## config.mk

```make
export PLATFORM = sky130hd
export DESIGN_NAME = ssprg_regs
export DESIGN_NICKNAME = d
export VERILOG_FILES = /design/src/ssprg_pkg.sv /design/src/ssprg_pin_sync.sv /design/src/ssprg_regs.sv
export VERILOG_INCLUDE_DIRS = /design/src
export SDC_FILE = /design/constraint.sdc
export NUM_CORES = 1
export LEC_CHECK = 0
export ABC_AREA = 0
export BUFFER_PORTS_ARGS = -buffer_cell sky130_fd_sc_hd__buf_2
export CAP_MARGIN = 30
export CELL_PAD_IN_SITES_DETAIL_PLACEMENT = 1
export CELL_PAD_IN_SITES_GLOBAL_PLACEMENT = 2
export CORE_MARGIN = 2
export CORE_UTILIZATION = 29
export DETAILED_ROUTE_END_ITERATION = 10
export GPL_TIMING_DRIVEN = 0
export PLACE_DENSITY_LB_ADDON = 0.25
export REMOVE_ABC_BUFFERS = 1
export SYNTH_ARGS = -nofsm -noshare
export SYNTH_HDL_FRONTEND = slang
export SYNTH_HIERARCHICAL = 1
export SYNTH_SLANG_ARGS = --single-unit
```

## constraint.sdc

```tcl
create_clock -name clk -period 9.9 [get_ports clk]
set_input_delay 1.485 -clock clk [delete_from_list [all_inputs] [get_ports clk]]
set_output_delay 1.485 -clock clk [all_outputs]
set_load 0.005 [all_outputs]
```

## src/ssprg_consts.svh

```systemverilog
// constants for the synthesizer serial programming register bank
`ifndef SSPRG_CONSTS_SVH
`define SSPRG_CONSTS_SVH

// ************************************************************
// word geometry
// ************************************************************
`define SSPRG_WORD_W        24
`define SSPRG_ADDR_LSB      0
`define SSPRG_ADDR_MSB      1
`define SSPRG_SUB_LSB       20
`define SSPRG_SUB_MSB       22
// bit set in word four's fixed pattern but clear in word five's
`define SSPRG_W4_MARK       5

// ************************************************************
// frequency control word fields
// ************************************************************
`define SSPRG_FC_TXRX       23
`define SSPRG_FC_PD         22
`define SSPRG_FC_FAST       21
`define SSPRG_FC_BAND       19
`define SSPRG_FC_PCNT_MSB   18
`define SSPRG_FC_PCNT_LSB   15
`define SSPRG_FC_SWAL_MSB   14
`define SSPRG_FC_SWAL_LSB   12
`define SSPRG_FC_FRAC_MSB   11
`define SSPRG_FC_FRAC_LSB   2

// ************************************************************
// configuration word fields
// ************************************************************
`define SSPRG_CF_DEFSEL     23
`define SSPRG_CF_LOCKEN     6
`define SSPRG_CF_OBUF_MSB   5
`define SSPRG_CF_OBUF_LSB   4
`define SSPRG_CF_REF_MSB    3
`define SSPRG_CF_REF_LSB    2

// ************************************************************
// built-in word values used when default selection is on, and the reset word
// ************************************************************
`define SSPRG_DEF_FREQ      24'h000000
`define SSPRG_DEF_CONF      24'h128101
`define SSPRG_DEF_WORD2     24'hc87806
`define SSPRG_RST_WORD      24'h000000

// ************************************************************
// divider multiplier shifts per band and denominators
// ************************************************************
`define SSPRG_MULT_UPPER    3'd3
`define SSPRG_MULT_LOWER    3'd2
`define SSPRG_FD_504        10'd504
`define SSPRG_FD_576        10'd576
`define SSPRG_FD_520        10'd520
`define SSPRG_FD_630        10'd630
`define SSPRG_FD_720        10'd720
`define SSPRG_FD_650        10'd650
`define SSPRG_FD_567        10'd567
`define SSPRG_FD_648        10'd648
`define SSPRG_FD_585        10'd585

`endif

```

## src/ssprg_pkg.sv

```systemverilog
// types for the synthesizer serial programming register bank
package ssprg_pkg;
	// register selector, four address bit patterns expanded to six
	typedef enum logic [2:0]
	{
		SSPRG_SEL_FREQ,
		SSPRG_SEL_CONF,
		SSPRG_SEL_W2,
		SSPRG_SEL_W3,
		SSPRG_SEL_W4,
		SSPRG_SEL_W5
	} ssprg_sel_t;

	// reference frequency choice
	typedef enum logic [1:0]
	{
		SSPRG_REF_12M6,
		SSPRG_REF_14M4,
		SSPRG_REF_25M2,
		SSPRG_REF_26M0
	} ssprg_ref_t;

	typedef logic [23:0] ssprg_word_t;
endpackage : ssprg_pkg

```

## src/ssprg_pin_sync.sv

```systemverilog
// three-stage pin synchroniser with agreement filter
`timescale 1ns/1ps
module ssprg_pin_sync
(
	input  wire logic clk,
	input  wire logic rst,
	input  wire logic pinIn,
	output logic      level
);
	logic [2:0] stage_q;   // stage 0 feeds only stage 1
	logic [2:0] stage_d;
	logic       level_q;
	logic       level_d;

	// ************************************************************
	// next values
	// ************************************************************
	always_comb
	begin
		stage_d = {stage_q[1:0], pinIn};
		level_d = level_q;
		// change counts only once stages one and two agree
		if (stage_q[1] == stage_q[2])
		begin
			level_d = stage_q[2];
		end
	end

	// registers
	always_ff @(posedge clk or posedge rst)
	begin
		if (rst)
		begin
			stage_q <= 3'h0;
			level_q <= 1'b0;
		end
		else
		begin
			stage_q <= stage_d;
			level_q <= level_d;
		end
	end

	assign level = level_q;
endmodule : ssprg_pin_sync

```

## src/ssprg_regs.sv

```systemverilog
// serial programming front end: shift register and six control words
`timescale 1ns/1ps
`include "ssprg_consts.svh"

// Overview of operation
// RL1: 24-bit shift register, first bit is MSB
// RL2: shift one bit per serial clock rise
// RL3: latch rise copies word to addressed register
// RL4: host loads word two, config, then frequency
// RL5: later retune writes only the frequency word
// RL6: address 00 selects frequency control word
// RL7: bit 23 selects receive or transmit
// RL8: bit 22 powers synthesizer down
// RL9: bit 21 selects high-speed locking
// RL10: bit 19 picks upper or lower oscillator
// RL11: bits 18..15 programmable count
// RL12: bits 14..12 swallow count
// RL13: bits 11..2 fractional numerator
// RL14: divide ratio uses multiplier eight or four
// RL15: address 01 selects configuration word
// RL16: default select uses built-in first three words
// RL17: reference choice sets divider one or two
// RL18: lock enable gates the lock output
// RL19: host writes fixed patterns and zero bits
// RL20: registers change only at latch rise
module ssprg_regs
(
	input  wire logic                clk,
	input  wire logic                rst,
	input  wire logic                serialClk,
	input  wire logic                serialData,
	input  wire logic                latchStrobe,
	input  wire logic                pllLocked,
	output logic                     txSelect,
	output logic                     synthPowerdown,
	output logic                     fastLockSelect,
	output logic                     bandChoice,
	output logic [3:0]               programmableCount,
	output logic [2:0]               swallowCount,
	output logic [9:0]               fractionNumerator,
	output logic [9:0]               fractionDenominator,
	output logic [7:0]               integerDivide,
	output logic                     refDivideTwo,
	output ssprg_pkg::ssprg_ref_t    refclkChoice,
	output logic [1:0]               outBufferLevel,
	output logic                     lockOut,
	output ssprg_pkg::ssprg_word_t   setupWord2,
	output ssprg_pkg::ssprg_word_t   setupWord3,
	output ssprg_pkg::ssprg_word_t   setupWord4,
	output ssprg_pkg::ssprg_word_t   setupWord5
);
	import ssprg_pkg::*;

	// ************************************************************
	// pin synchronisers
	// ************************************************************
	logic sClkLvl;     // filtered serial clock
	logic sDataLvl;    // filtered serial data
	logic latchLvl;    // filtered latch strobe
	logic lockLvl;     // filtered lock status

	ssprg_pin_sync uSyncClk
	(
		.clk   (clk),
		.rst   (rst),
		.pinIn (serialClk),
		.level (sClkLvl)
	);
	ssprg_pin_sync uSyncData
	(
		.clk   (clk),
		.rst   (rst),
		.pinIn (serialData),
		.level (sDataLvl)
	);
	ssprg_pin_sync uSyncLatch
	(
		.clk   (clk),
		.rst   (rst),
		.pinIn (latchStrobe),
		.level (latchLvl)
	);
	ssprg_pin_sync uSyncLock
	(
		.clk   (clk),
		.rst   (rst),
		.pinIn (pllLocked),
		.level (lockLvl)
	);

	// ************************************************************
	// decode helpers
	// ************************************************************
	// address bits plus the fixed pattern split the word into six targets;
	// the two address bits only reach four codes, so words two to five share
	// address 1x; word two is picked by bits 22..20 of its fixed pattern, words three to five need address 11 and bits 23 and 5
	function automatic logic [2:0] word_target(input ssprg_word_t w);
		logic [1:0] a;
		a = w[`SSPRG_ADDR_MSB:`SSPRG_ADDR_LSB];
		word_target = 3'h7;
		if (a == 2'h0)
		begin
			word_target = 3'h0;
		end
		else if (a == 2'h1)
		begin
			word_target = 3'h1;
		end
		else if (w[`SSPRG_SUB_MSB:`SSPRG_SUB_LSB] == 3'h4)
		begin
			word_target = 3'h2;
		end
		else if (a == 2'h3 && w[`SSPRG_WORD_W-1])
		begin
			word_target = 3'h3;
		end
		else if (a == 2'h3 && w[`SSPRG_W4_MARK])
		begin
			word_target = 3'h4;
		end
		else if (a == 2'h3)
		begin
			word_target = 3'h5;
		end
	endfunction : word_target

	// denominator from transmit, band and reference choice
	function automatic logic [9:0] denom(input logic tx, input logic bnd, input logic [1:0] rf);
		denom = `SSPRG_FD_504;
		if (!tx)
		begin
			denom = (rf == 2'h1) ? `SSPRG_FD_576 : (rf == 2'h3) ? `SSPRG_FD_520 : `SSPRG_FD_504;
		end
		else if (!bnd)
		begin
			denom = (rf == 2'h1) ? `SSPRG_FD_720 : (rf == 2'h3) ? `SSPRG_FD_650 : `SSPRG_FD_630;
		end
		else
		begin
			denom = (rf == 2'h1) ? `SSPRG_FD_648 : (rf == 2'h3) ? `SSPRG_FD_585 : `SSPRG_FD_567;
		end
	endfunction : denom

	// ************************************************************
	// shift and latch state
	// ************************************************************
	logic        sClkPrev_q;   // edge finder on filtered serial clock
	logic        sClkPrev_d;
	logic        latchPrev_q;  // edge finder on filtered latch
	logic        latchPrev_d;
	ssprg_word_t shift_q;      // incoming word
	ssprg_word_t shift_d;
	ssprg_word_t word_q [6];   // six control registers, by index
	ssprg_word_t word_d [6];
	logic [2:0]  tgt;          // decoded target of the shifted word

	always_comb
	begin
		tgt         = word_target(shift_q);
		sClkPrev_d  = sClkLvl;
		latchPrev_d = latchLvl;
		shift_d     = shift_q;
		// RL2: shift on rise
		// RL1: msb first in
		if (sClkLvl && !sClkPrev_q)
		begin
			shift_d = {shift_q[`SSPRG_WORD_W-2:0], sDataLvl};
		end
		for (int i = 0; i < 6; i++)
		begin
			word_d[i] = word_q[i];
		end
		// RL20: latch edge only
		// RL3: copy on rise
		// RL6: RL15: address decode
		if (latchLvl && !latchPrev_q && tgt != 3'h7)
		begin
			word_d[tgt] = shift_q;
		end
	end

	// registers; reset leaves the words cleared since none is documented
	always_ff @(posedge clk or posedge rst)
	begin
		if (rst)
		begin
			sClkPrev_q  <= 1'b0;
			latchPrev_q <= 1'b0;
			shift_q     <= `SSPRG_RST_WORD;
			for (int i = 0; i < 6; i++)
			begin
				word_q[i] <= `SSPRG_RST_WORD;
			end
		end
		else
		begin
			sClkPrev_q  <= sClkPrev_d;
			latchPrev_q <= latchPrev_d;
			shift_q     <= shift_d;
			for (int i = 0; i < 6; i++)
			begin
				word_q[i] <= word_d[i];
			end
		end
	end

	// ************************************************************
	// effective words and field outputs
	// ************************************************************
	ssprg_word_t effFreq;   // frequency word in use
	ssprg_word_t effConf;   // configuration word in use
	ssprg_word_t effW2;     // word two in use
	logic [7:0]  intDiv;    // integer part of divide ratio
	logic        lock_d;    // gated lock indication
	logic        lock_q;
	logic [58:0] fld_d;     // packed field outputs
	logic [58:0] fld_q;
	ssprg_word_t w2_q;
	ssprg_word_t w3_q;
	ssprg_word_t w4_q;
	ssprg_word_t w5_q;

	always_comb
	begin
		// RL16: built-in defaults
		if (word_q[1][`SSPRG_CF_DEFSEL])
		begin
			effFreq = `SSPRG_DEF_FREQ;
			effConf = `SSPRG_DEF_CONF;
			effW2   = `SSPRG_DEF_WORD2;
		end
		else
		begin
			effFreq = word_q[0];
			effConf = word_q[1];
			effW2   = word_q[2];
		end
		// RL14: multiplier by band
		intDiv = effFreq[`SSPRG_FC_BAND]
			? (8'(effFreq[`SSPRG_FC_PCNT_MSB:`SSPRG_FC_PCNT_LSB]) << `SSPRG_MULT_UPPER)
			: (8'(effFreq[`SSPRG_FC_PCNT_MSB:`SSPRG_FC_PCNT_LSB]) << `SSPRG_MULT_LOWER);
		intDiv = intDiv + 8'(effFreq[`SSPRG_FC_SWAL_MSB:`SSPRG_FC_SWAL_LSB]);
		// RL18: lock gating, also low in power down
		lock_d = effConf[`SSPRG_CF_LOCKEN] && !effFreq[`SSPRG_FC_PD] && lockLvl;
		// RL7: RL8: RL9: RL10: control bits
		// RL11: RL12: RL13: counter fields
		// RL17: reference divide
		fld_d = {
			effFreq[`SSPRG_FC_TXRX],
			effFreq[`SSPRG_FC_PD],
			effFreq[`SSPRG_FC_FAST],
			effFreq[`SSPRG_FC_BAND],
			effFreq[`SSPRG_FC_PCNT_MSB:`SSPRG_FC_PCNT_LSB],
			effFreq[`SSPRG_FC_SWAL_MSB:`SSPRG_FC_SWAL_LSB],
			effFreq[`SSPRG_FC_FRAC_MSB:`SSPRG_FC_FRAC_LSB],
			denom(effFreq[`SSPRG_FC_TXRX], effFreq[`SSPRG_FC_BAND],
				effConf[`SSPRG_CF_REF_MSB:`SSPRG_CF_REF_LSB]),
			intDiv,
			effConf[`SSPRG_CF_REF_MSB],
			effConf[`SSPRG_CF_REF_MSB:`SSPRG_CF_REF_LSB],
			effConf[`SSPRG_CF_OBUF_MSB:`SSPRG_CF_OBUF_LSB],
			effConf[`SSPRG_CF_LOCKEN],
			14'h0000
		};
	end

	// output registers keep every output straight from a flop
	always_ff @(posedge clk or posedge rst)
	begin
		if (rst)
		begin
			fld_q  <= '0;
			lock_q <= 1'b0;
			w2_q   <= `SSPRG_RST_WORD;
			w3_q   <= `SSPRG_RST_WORD;
			w4_q   <= `SSPRG_RST_WORD;
			w5_q   <= `SSPRG_RST_WORD;
		end
		else
		begin
			fld_q  <= fld_d;
			lock_q <= lock_d;
			w2_q   <= effW2;
			w3_q   <= word_q[3];
			w4_q   <= word_q[4];
			w5_q   <= word_q[5];
		end
	end

	// field unpacking, wires only
	assign txSelect            = fld_q[58];
	assign synthPowerdown      = fld_q[57];
	assign fastLockSelect      = fld_q[56];
	assign bandChoice          = fld_q[55];
	assign programmableCount   = fld_q[54:51];
	assign swallowCount        = fld_q[50:48];
	assign fractionNumerator   = fld_q[47:38];
	assign fractionDenominator = fld_q[37:28];
	assign integerDivide       = fld_q[27:20];
	assign refDivideTwo        = fld_q[19];
	assign refclkChoice        = ssprg_ref_t'(fld_q[18:17]);
	assign outBufferLevel      = fld_q[16:15];
	assign lockOut             = lock_q;
	assign setupWord2          = w2_q;
	assign setupWord3          = w3_q;
	assign setupWord4          = w4_q;
	assign setupWord5          = w5_q;
endmodule : ssprg_regs

```

### Word level (Yosys, flattened, before mapping)

Cells that the tools add are included.

* register bits after elaboration: 328
* logic and storage cells: 70

* add/subtract/negate cells: 1
* order comparisons: 2
* equality and inequality tests: 10
* muxes and demuxes: 21
* bitwise logic cells: 1
* reduce and logical (&&, ||, !) cells: 12

Operators with widths (number)
* $bwmux 144: 1
* $demux 24 s3: 1
* $mux 24: 3
* $mux 8: 4
* $mux 10: 3
* $mux 7: 3
* $mux 3: 4
* $add 7x3->8: 1
* $logic_and 1x1->1: 8
* $eq 1x1->1: 4
* $eq 2x1->1 const B: 2
* $eq 2x2->1 const B: 2
* $ge 4x4->1 const B: 1
* $lt 4x1->1 const B: 1
* $mux 2: 2
* $not 3->4: 1
* $eq 3x3->1 const B: 1
* $logic_not 1->1: 3
* $ne 3x3->1 const B: 1
* $logic_not 2->1: 1

### Longest topological paths before layout

Gate-level depths: netlist (run 1).

* depth after elaboration: 13
* mapped depth: 8
* mapped depth without buffers: 7

### By module

Netlist (run 1), hierarchy kept.

Modules (own cells, without submodules)
* ssprg_regs: times used 1, cells an instance 563, area an instance 9606.7 µm², seq. area each 7181.9 µm²
* ssprg_pin_sync: times used 4, cells an instance 6, area an instance 115.1 µm², seq. area each 100.1 µm²

### Worst setup path before layout (run 1)

OpenSTA, ideal clock, no wires.

* path kind: flip-flop to flip-flop
* start: register word_q[119] in the netlist's numbering
* end: register fld_q[26]
* library setup time: 0.131 ns
* data arrival time: 1.925 ns
* setup slack: 7.844 ns
* cell stages (with the launch flop): 9
* buffers on the path: 2
* period minus slack after synthesis: 2.056 ns
* cells stage by stage: dfrtp_1 > clkbuf_1 > clkbuf_1 > nor2b_1 > ha_1 > ha_1 > and4b_1 > o21ai_0 > a21oi_1

RTL lines
* start, declared: RTL line ssprg_regs.sv:153 `ssprg_word_t word_q [6];`
* start signal, assigned by index: RTL line ssprg_regs.sv:192 `` word_q[i] <= `SSPRG_RST_WORD; ``
* start signal, assigned by index: RTL line ssprg_regs.sv:202 `word_q[i] <= word_d[i];`
* $mux 24: RTL line ssprg_regs.sv:226 `` if (word_q[1][`SSPRG_CF_DEFSEL]) ``
* via effFreq[14]: RTL line ssprg_regs.sv:210 `ssprg_word_t effFreq;`
* $add 7x3->8: RTL line ssprg_regs.sv:242 `` intDiv = intDiv + 8'(effFreq[`SSPRG_FC_SWAL_MSB:`SSPRG_FC_SWAL_LSB]); ``
* via fld_d[26]: RTL line ssprg_regs.sv:216 `logic [58:0] fld_d;`
* end signal, assigned: RTL line ssprg_regs.sv:281 `fld_q <= fld_d;`
* end, declared: RTL line ssprg_regs.sv:217 `logic [58:0] fld_q;`

The timed path passes the listed nets, and every way through them passes these cells.
A chain may end at the register's enable or synchronous reset.

### Worst setup path in the final report (run 1)

* start: register w5_q[17], in the netlist setupWord5[17]
* end: output setupWord5[17]

RTL lines
* start, declared: RTL line ssprg_regs.sv:221 `ssprg_word_t w5_q;`
* start signal, assigned: RTL line ssprg_regs.sv:277 `` w5_q <= `SSPRG_RST_WORD; ``
* start signal, assigned: RTL line ssprg_regs.sv:286 `w5_q <= word_q[5];`
* end, declared: RTL line ssprg_regs.sv:50 `output ssprg_pkg::ssprg_word_t setupWord5`

No word-level cell between the ends.

==> results of run 1 <==
[layout by cell type, fill, tap and decap left out, types with 2 or more instances in the layout]
cell       Yosys  final
dfrtp_1      303    302
maj3_2         4      4
nand4_1        2      2
mux2_2       110    110
ha_1           2      2
nand3_2        0      2
and4b_1        3      2
clkbuf_1       9      6
nor2_1         5      5
mux2_1         5      5
a21boi_0       2      2
mux2_4        16     16
xnor2_1        2      2
or2_2         12     12
o21ai_0        4      4
buf_2          8    146
nand3_1        5      3
buf_16         0      4
clkbuf_8       0      5
nand2_1        9      9
and2_1         5      5
clkbuf_16      0     37
inv_1         10      9
nand2b_1       9      8
buf_4          3      4
clkinv_2       0      7
a21oi_1        4      4
nor2b_1       39     39
[metal layers]
| layer | vias to the layer above | global-route usage, % | part of all wire, % |
|---|---|---|---|
| met5 | - | 0 | 0 |
| met4 | 0 | 3.82 | 2.3 |
| met3 | 36 | 3.28 | 5.9 |
| met2 | 125 | 19.9 | 48 |
| met1 | 2761 | 15.8 | 44 |
| li1 | 2299 | - | - |
[where the power goes]
part           total [mW]  switching (mW)  internal [mW]
clock                1.22           0.477          0.741
sequential           1.57           0.135           1.43
combinational       0.325           0.144          0.181
[per-stage QoR]
| step | area (µm²) | utilization [%] | setup slack [ns] |
|---|---|---|---|
| floorplan | 9920 | - | 0.494 |
| global placement | 11200 | 32.6 | -2.21 |
| detailed placement | 11400 | 33.3 | 7.39 |
| CTS | 12500 | 36.5 | 7.36 |
| global route | 12500 | 36.5 | 7.26 |
| finish | 12500 | 36.5 | 7.40 |
[final timing paths]
path | start | to | slack [ns]
max in group asynchronous | rst | shift_q[12] | 7.94
worst max-delay path | setupWord5[17] | setupWord5[17] | 7.40
worst min register to register | uSyncLatch/stage_q[0] | uSyncLatch/stage_q[1] | 0.34
worst min-delay path | uSyncLatch/stage_q[0] | uSyncLatch/stage_q[1] | 0.34
min in group asynchronous | rst | uSyncClk/stage_q[2] | 0.94
worst max register to register | word_q[119] | fld_q[25] | 7.47
[layout make-up]
cell class / instances / area [µm²] / area share, %
clock buffer: 48 / 1020 / 8.12
clock inverter: 10 / 81.3 / 0.649
inverter: 10 / 45.0 / 0.359
multi-input combinational: 249 / 2340 / 18.7
sequential: 303 / 7580 / 60.5
tap: 455 / 569 / 4.54
timing repair buffer: 155 / 891 / 7.11
[registers in the layout, summed over array words and instances, names as in the netlist]
| register | count |
|---|---|
| uSyncData/stage_q | 3 |
| uSyncData/level | 1 |
| uSyncClk/level | 1 |
| uSyncLatch/level | 1 |
| setupWord5 | 24 |
| shift_q | 24 |
| setupWord4 | 24 |
| setupWord3 | 24 |
| latchPrev_q | 1 |
| uSyncLock/stage_q | 3 |
| lockOut | 1 |
| sClkPrev_q | 1 |
| word_q | 123 |
| fld_q | 41 |
| uSyncLock/level | 1 |
| uSyncLatch/stage_q | 3 |
| setupWord2 | 24 |
| uSyncClk/stage_q | 3 |
[cells by family after synthesis]
kind of cell / after synthesis / share of synthesized area, %
compound gates: 14 / 0.882
xor+xnor: 2 / 0.174
fa+ha+maj: 6 / 0.696
buf+inv: 35 / 1.81
flops: 303 / 75.3
mux: 132 / 15.3
simple gates: 95 / 5.77
==> run metrics, run 1 <==
Worst Hold Class=flop to flop; top-area cell type share of the netlist area=75.3%; status=finished, final reports clean; Final Total Pwr=3.11 mW; Pins Over Slew Limit=0; Port Buffers=146; layout cells sized above 1=46.2%; most common cell in the netlist=dfrtp_1; VDD IR-drop max=0.105 mV; Global Route Usage Sum=12.2%; CP Launch Type=flop; first drt pass iteration count=4; core area=0.0344 mm²; initial antenna violation count=0; fin crit period=2.50 ns; Post-synth EDFFs=0; Crit path arrival time=1.02 ns; final hold slack=0.339 ns; synth-to-layout area growth=24.5%; Layout Cells excl Fill=1230; Clock Sinks=303; pin count of the biggest net entering global routing=137; Max Clock Freq=0.400 GHz; post-CTS setup buffer count=0; delay-heaviest family, CP=flip-flops; final critical-path share of the clock period=25.3%; worst r2r path cells=7; Max Cap Viol=0; Worst Tran Pin Value=0.860 ns; placed cells=1172; ranking of synthesized cells by area=dfrtp_1 (75%), mux2_2 (12%), nor2b_1 (2.4%); post-route DRC violation count=0; synth cell count leaders=dfrtp_1 (303), mux2_2 (110), nor2b_1 (39); Vias/cell=4.24; Pwr Density=248 mW/mm²; post-synth top area cell=dfrtp_1; Slew HR=42.6%; Worst Skew=0.00863 ns; WP buf/inv=1; asr flop ratio synth=100%; Yosys Warn Count=6; synthesized area=0.0101 mm²; Detail Route Antenna Nets=0; H-Tree Level Count=2; WHS Path Cells=0; CP Class=flop to primary output; remaining global-route overflow=0; initial DRC count=152; final setup violation count=0; CP required=8.42 ns; number of fill cells=3540; clock latency on the worst-skew pair=0.50 ns; die height=190 µm; leakage=6.66 nW; RSZ-0062 raised after global routing=false; routability congestion estimate from global placement=0.731; Main synth FF type=dfrtp_1; maximum clock path buffer count=3; sequential fraction of the synthesis area=75.3%; #FFs+latches synth=303; CP max-delay cell=dfrtp_1; # diodes=0; cell count after synthesis=587; Reg clk slew, reported paths=0.06 ns; die width=190 µm; Yosys cell types=35; critical path depth=1; Final nets=761; crit-path cells=buf_2; total wire length=21400 µm; DR vias=5221; CTS root buf=clkbuf_16; Row Count=68; CTS Buf Count=34; IO Count=147; Worst path max stage delay=0.39 ns; CP max FO=1; hold buffers post-CTS=0; Post-CTS Resized=0; Critical Path End Type=primary output; CTS tree=built; Starting Density=29.3%; first-pass GRT wire length=34300 µm; dpl hpwl=13600 µm; die area=0.0362 mm²; TNS Setup=0 ns; syn avg cell area=17.2 µm²; final hold violation count=0; routed len/inst=17.4 µm; vias in the first global route=5905
Note: power is estimated with default switching activity, not from simulation.
==> run 2: changes to the inputs <==
==> constraint.sdc (replaced) <==
create_clock -name clk -period 2.1 [get_ports clk]
set_input_delay 0.315 -clock clk [delete_from_list [all_inputs] [get_ports clk]]
set_output_delay 0.315 -clock clk [all_outputs]
set_load 0.005 [all_outputs]
==> run 2 against run 1 <==
Utilization is 0.81 points higher. Via count rose by 1.9%. Sequential power increased to 4.7 times the previous value. Cell area up 2.2%. Combinational power grew to 4.8 times the previous value. Worst setup slack got worse by 7.3 ns. Critical endpoint is now fld_q[25]. Non-clock buffer count is 12 higher. Power rose to 4.7 times the previous value. Largest cell class unchanged. Highest routed layer unchanged. Clock-buffer cell count did not move.
==> run metrics, run 2 (synthesized netlist as in run 1, its figures left out) <==
status=finished, final reports clean; Worst Hold Class=input port to asynchronous set/reset pin; initial antenna violation count=0 (unchanged); Pins Over Slew Limit=0 (unchanged); final setup violation count=0 (unchanged); initial DRC count=163 (+7.2%); Top reg by flops=word_q; core area=0.0344 mm² (unchanged); R2R setup slack=0.06 ns (-7.41 ns); IO Count=147 (unchanged); Max Cap Viol=0 (unchanged); post-route DRC violation count=0 (unchanged); die width=190 µm (unchanged); commonest non-fill, non-tap cell in the layout=dfrtp_1; Vias/cell=4.28 (+0.79%); leakage=6.76 nW (+1.4%); Pwr Density=1150 mW/mm² (+360%); Util after Layout=37.3% (+0.81 points); Final Total Pwr=14.7 mW (+370%); max FFs per register=123 (unchanged); design area=0.0128 mm² (+2.2%); crit path launch=word_q[119]; CTS root buf=clkbuf_16; Max Clock Freq=0.490 GHz; remaining global-route overflow=0 (unchanged); first drt pass iteration count=4 (unchanged); first-pass GRT wire length=36100 µm (+5.4%); CTS Buf Count=34 (unchanged); H-Tree Level Count=2 (unchanged); final critical-path share of the clock period=97.1%; Final nets=775 (+1.8%); CP required=2.49 ns (-5.93 ns); vias in the first global route=5971 (+1.1%); die area=0.0362 mm² (unchanged); Worst R2R End=fld_q[25]; Layout Cells excl Fill=1244 (+1.1%); fin crit period=2.04 ns; Setup WS post-layout=0.0611 ns (-7.34 ns); Global Route Usage Sum=13.1% (+0.92 points); maximum clock path buffer count=3 (unchanged); layout cells sized above 1=47.8% (+1.6 points); synth-to-layout area growth=27.3%; Reg clk slew, reported paths=0.06 ns (about the same); CTS tree=built; final hold violation count=0 (unchanged); Row Count=68 (unchanged); dpl hpwl=13600 µm (unchanged); Worst Tran Pin Value=0.774 ns (-0.0864 ns); total wire length=23000 µm (+7.5%); CP Launch Type=flop; routability congestion estimate from global placement=0.731 (unchanged); Detail Route Antenna Nets=0 (unchanged); VDD IR-drop max=0.496 mV (+370%); DP Area=0.0114 mm² (unchanged); routed len/inst=18.5 µm (+6.3%); Critical Path End Type=flop; placed cells=1172 (unchanged); RSZ-0062 raised after global routing=true; Worst R2R Start=word_q[119]; Starting Density=29.3% (unchanged); most frequent cells in the layout=dfrtp_1 (299), buf_2 (146), mux2_2 (110); pre-CTS setup slack=-0.339 ns (-7.73 ns); worst r2r path cells=7 (unchanged); DR vias=5322 (+1.9%); die height=190 µm (unchanged); clock latency on the worst-skew pair=0.50 ns (about the same); Crit path arrival time=2.43 ns (+1.41 ns); Port Buffers=146 (unchanged); CP max FO=30 (+29); Worst Skew=0.0124 ns (+0.00378 ns); top flop regs=word_q x123, fld_q x41; pin count of the biggest net entering global routing=137 (unchanged); CP Class=flop to flop; Slew HR=48.4% (+5.8 points); # diodes=0 (unchanged); Clock Sinks=303 (unchanged)
## run 2: worst max-delay path by stage
stage	endpoint	cells after the start	slack [ns]
after floorplan	fld_q[15]	1	-6.14
after global placement	setupWord2[13]	2	-8.84
after CTS	word_q[17]	4	-0.17
final	fld_q[25]	7	0.06
after global routing	fld_q[25]	7	-0.03
after detailed placement	word_q[90]	3	-0.34
## run 2: where the power goes
| group | internal [mW] | total, mW | switching (mW) |
|---|---|---|---|
| Sequential | 6.76 | 7.43 | 0.676 |
| Combinational | 0.872 | 1.57 | 0.694 |
| Clock | 3.49 | 5.75 | 2.25 |
## run 2: final cells by class
| class | instances | area (µm²) |
|---|---|---|
| multi-input cells | 251 | 2440 |
| flip-flops and latches | 303 | 7590 |
| repair buffers | 167 | 1060 |
| inverters | 10 | 45.0 |
| well taps | 455 | 569 |
| fillers | 3516 | 21600 |
| clock inverters | 10 | 81.3 |
| clock buffers | 48 | 1020 |
## run 2: metal layers
layer | track usage [%] | wire length, µm | vias to the layer above
met1 | 16.9 | 9940 | 2812
met3 | 3.11 | 1290 | 38
li1 | - | - | 2341
met4 | 3.79 | 518 | 0
met2 | 21.9 | 11200 | 131
met5 | 0 | 0 | -
## run 2: timing repair
action | CTS | global route
resized for setup | 9 | 9
hold buffers | 5 | 0
setup buffers | 6 | 1
pin swaps | 2 | 1
gates cloned | 2 | 0
endpoints found under the setup margin | 61 | 38
hold endpoints to repair | 53 | 0
## run 2: metrics by stage
stage | setup TNS, ns | hold WS [ns]
4_1_cts | -3.79 | 0.308
2_1_floorplan | -1797.03 | 0.0811
5_1_grt | -0.0331 | 0.332
3_3_place_gp | -2704.39 | 0.251
6_report | 0 | 0.317
3_5_place_dp | -9.93 | 0.299
## run 2: critical path, cell delays in order, from the launching register on
cell	delay, ns
dfrtp_4	0.49
buf_12	0.17
nor2b_2	0.17
and2_1	0.15
ha_2	0.23
nor4bb_4	0.31
a211oi_1	0.10
a221oi_2	0.30
==> run 3: changes to the inputs <==
--- a/config.mk
+++ b/config.mk
@@ -12,9 +12,10 @@
 export CELL_PAD_IN_SITES_DETAIL_PLACEMENT = 1
 export CELL_PAD_IN_SITES_GLOBAL_PLACEMENT = 2
 export CORE_MARGIN = 2
-export CORE_UTILIZATION = 29
+export CORE_UTILIZATION = 37
 export DETAILED_ROUTE_END_ITERATION = 10
 export GPL_TIMING_DRIVEN = 0
+export MAX_ROUTING_LAYER = met4
 export PLACE_DENSITY_LB_ADDON = 0.25
 export REMOVE_ABC_BUFFERS = 1
 export SYNTH_ARGS = -nofsm -noshare
==> run 3 against run 2 <==
Fmax is 0.95% higher. Clock-buffer cell count is 3 lower. Sequential cell count stayed put. Via count is 0.90% lower. Hold slack worse by 0.018 ns. Cell area is 2.6% lower. Sequential power hardly changed. Sequential share of layout area is 1.6 points higher. Critical endpoint is now word_q[58]. Power is 1.7% lower. Non-clock buffer count is 3 lower. Global-route usage is 1.9 points higher. Register-to-register slack better by 0.02 ns. Largest cell class unchanged.
==> run metrics, run 3 (synthesized netlist as in run 1, its figures left out) <==
Row Count=60 (-12%); CP max FO=18 (-40%); Top reg by flops=word_q; TNS Setup=0 ns (unchanged); Max Cap Viol=0 (unchanged); layout cells sized above 1=46.5% (-1.3 points); CTS tree=built; Worst Skew=0.00892 ns (-0.00349 ns); H-Tree Level Count=1 (-1); commonest non-fill, non-tap cell in the layout=dfrtp_1; Slew HR=47.7% (-0.66 points); Pwr Density=1160 mW/mm² (+0.97%); # diodes=0 (unchanged); CTS Buf Count=31 (-8.8%); met2 WL=10700 µm (-4.6%); post-route DRC violation count=0 (unchanged); Reg clk slew, reported paths=0.06 ns (about the same); Pins Over Slew Limit=0 (unchanged); vias in the first global route=5854 (-2.0%); VDD IR-drop max=0.573 mV (+15%); leakage=6.67 nW (-1.3%); remaining global-route overflow=0 (unchanged); fin crit period=2.02 ns (-0.0192 ns); Worst path max stage delay=0.53 ns (+0.04 ns); top flop regs=word_q x123, fld_q x41; die width=169 µm (-11%); initial DRC count=287 (+76%); Final nets=768 (-0.90%); status=finished, final reports clean; clock latency on the worst-skew pair=0.55 ns (+0.05 ns); die height=169 µm (-11%); Worst Hold Class=input port to asynchronous set/reset pin; Setup WS post-layout=0.0803 ns (+0.0192 ns); Util after Layout=46.5% (+9.3 points); DRT met1 WL=9120 µm (-8.3%); routability congestion estimate from global placement=0.729 (-0.29%); final setup violation count=0 (unchanged); CP required=2.53 ns (+0.04 ns); IO Count=147 (unchanged); initial antenna violation count=0 (unchanged); Port Buffers=146 (unchanged); first-pass GRT wire length=32800 µm (-9.2%); DP Area=0.0113 mm² (-1.3%); pre-CTS setup slack=-0.344 ns (-0.00456 ns); total wire length=21100 µm (-8.1%); CP max-delay cell=or3b_1; R2R setup slack=0.08 ns (+0.02 ns); die area=0.0285 mm² (-21%); routed len/inst=18.8 µm (+1.7%); DR vias=5274 (-0.90%); max FFs per register=123 (unchanged); final hold slack=0.299 ns (-0.0180 ns); Starting Density=37.6% (+8.3 points); Worst Tran Pin Value=0.784 ns (+0.00996 ns); maximum clock path buffer count=3 (unchanged); Max Clock Freq=0.495 GHz (+0.95%); most frequent cells in the layout=dfrtp_1 (301), buf_2 (146), mux2_2 (110); first drt pass iteration count=4 (unchanged); Clock Sinks=303 (unchanged); Global Route Usage Sum=15.0% (+1.9 points); Critical Path End Type=flop; RSZ-0062 raised after global routing=true; crit-path cells=or3b_1 -> nand3_2 -> buf_12 -> mux2_2; core area=0.0268 mm² (-22%); dpl hpwl=13000 µm (-5.0%); Vias/cell=4.69 (+9.7%); met3 wire length=966 µm (-25%); final critical-path share of the clock period=96.2% (-0.91 points); Crit path arrival time=2.45 ns (+0.02 ns); DR top layer=met4; CP Class=flop to flop; design area=0.0125 mm² (-2.6%); final hold violation count=0 (unchanged); CP Launch Type=flop; CTS root buf=clkbuf_16; worst r2r path cells=4 (-3); synth-to-layout area growth=23.9%; pin count of the biggest net entering global routing=140 (+2.2%); Detail Route Antenna Nets=0 (unchanged)
-- run 3: changes by cell type in the layout (fill, tap and decap cells not counted), sizes merged --
| cell | previous run | this run |
|---|---|---|
| buf | 162 | 159 |
| bufinv | 1 | 3 |
| clkbuf | 48 | 45 |
| clkinv | 8 | 4 |
| clkinvlp | 1 | 3 |
| inv | 10 | 11 |
| nand4bb | 2 | 1 |
-- run 3: area by class of cell --
cell class / instances / area [µm²]
clock buffer: 45 / 908
fill: 2611 / 14300
multi-input combinational: 250 / 2390
clock inverter: 11 / 141
inverter: 10 / 45.0
timing repair buffer: 164 / 978
sequential: 303 / 7590
tap: 341 / 427
-- run 3: worst max-delay path, delay by kind of cell (launching register included) --
kind          cells  cell delay [ns]
mux               1             0.36
simple gates      2             0.83
buf+inv           1             0.24
flops             1             0.46
-- run 3: final timing paths --
check                               startpoint             endpoint
max                                shift_q[22]           word_q[58]
min                                        rst       uSyncClk/level
max reg2reg                        shift_q[22]           word_q[58]
min reg2reg                uSyncClk/stage_q[0]  uSyncClk/stage_q[1]
max in group asynchronous                  rst        setupWord4[0]
min in group clk           uSyncClk/stage_q[0]  uSyncClk/stage_q[1]
-- run 3: metal layers --
layer  track usage [%]  up-vias
li1                  -     2321
met1              19.0     2816
met2              25.1      111
met3              2.90       26
met4              3.67        0
met5                 -        -
-- run 3: timing repair --
action	CTS	global route
setup endpoints to repair	73	21
pin swaps	1	1
setup buffers	2	1
hold buffers	5	0
cloned	0	1
resized for setup	5	5
hold endpoints to repair	75	0
-- run 3: report_power, final --
part	switching (mW)	internal (mW)	total (mW)
clock network	2.19	3.35	5.54
logic	0.681	0.865	1.55
registers	0.652	6.75	7.40
-- run 3: stage by stage --
stage          power [mW]  cells
5_1_grt              15.3   1124
3_3_place_gp         8.92   1049
2_1_floorplan        8.15    562
4_1_cts              14.8   1122
6_report             14.5   1124
3_5_place_dp         9.08   1059
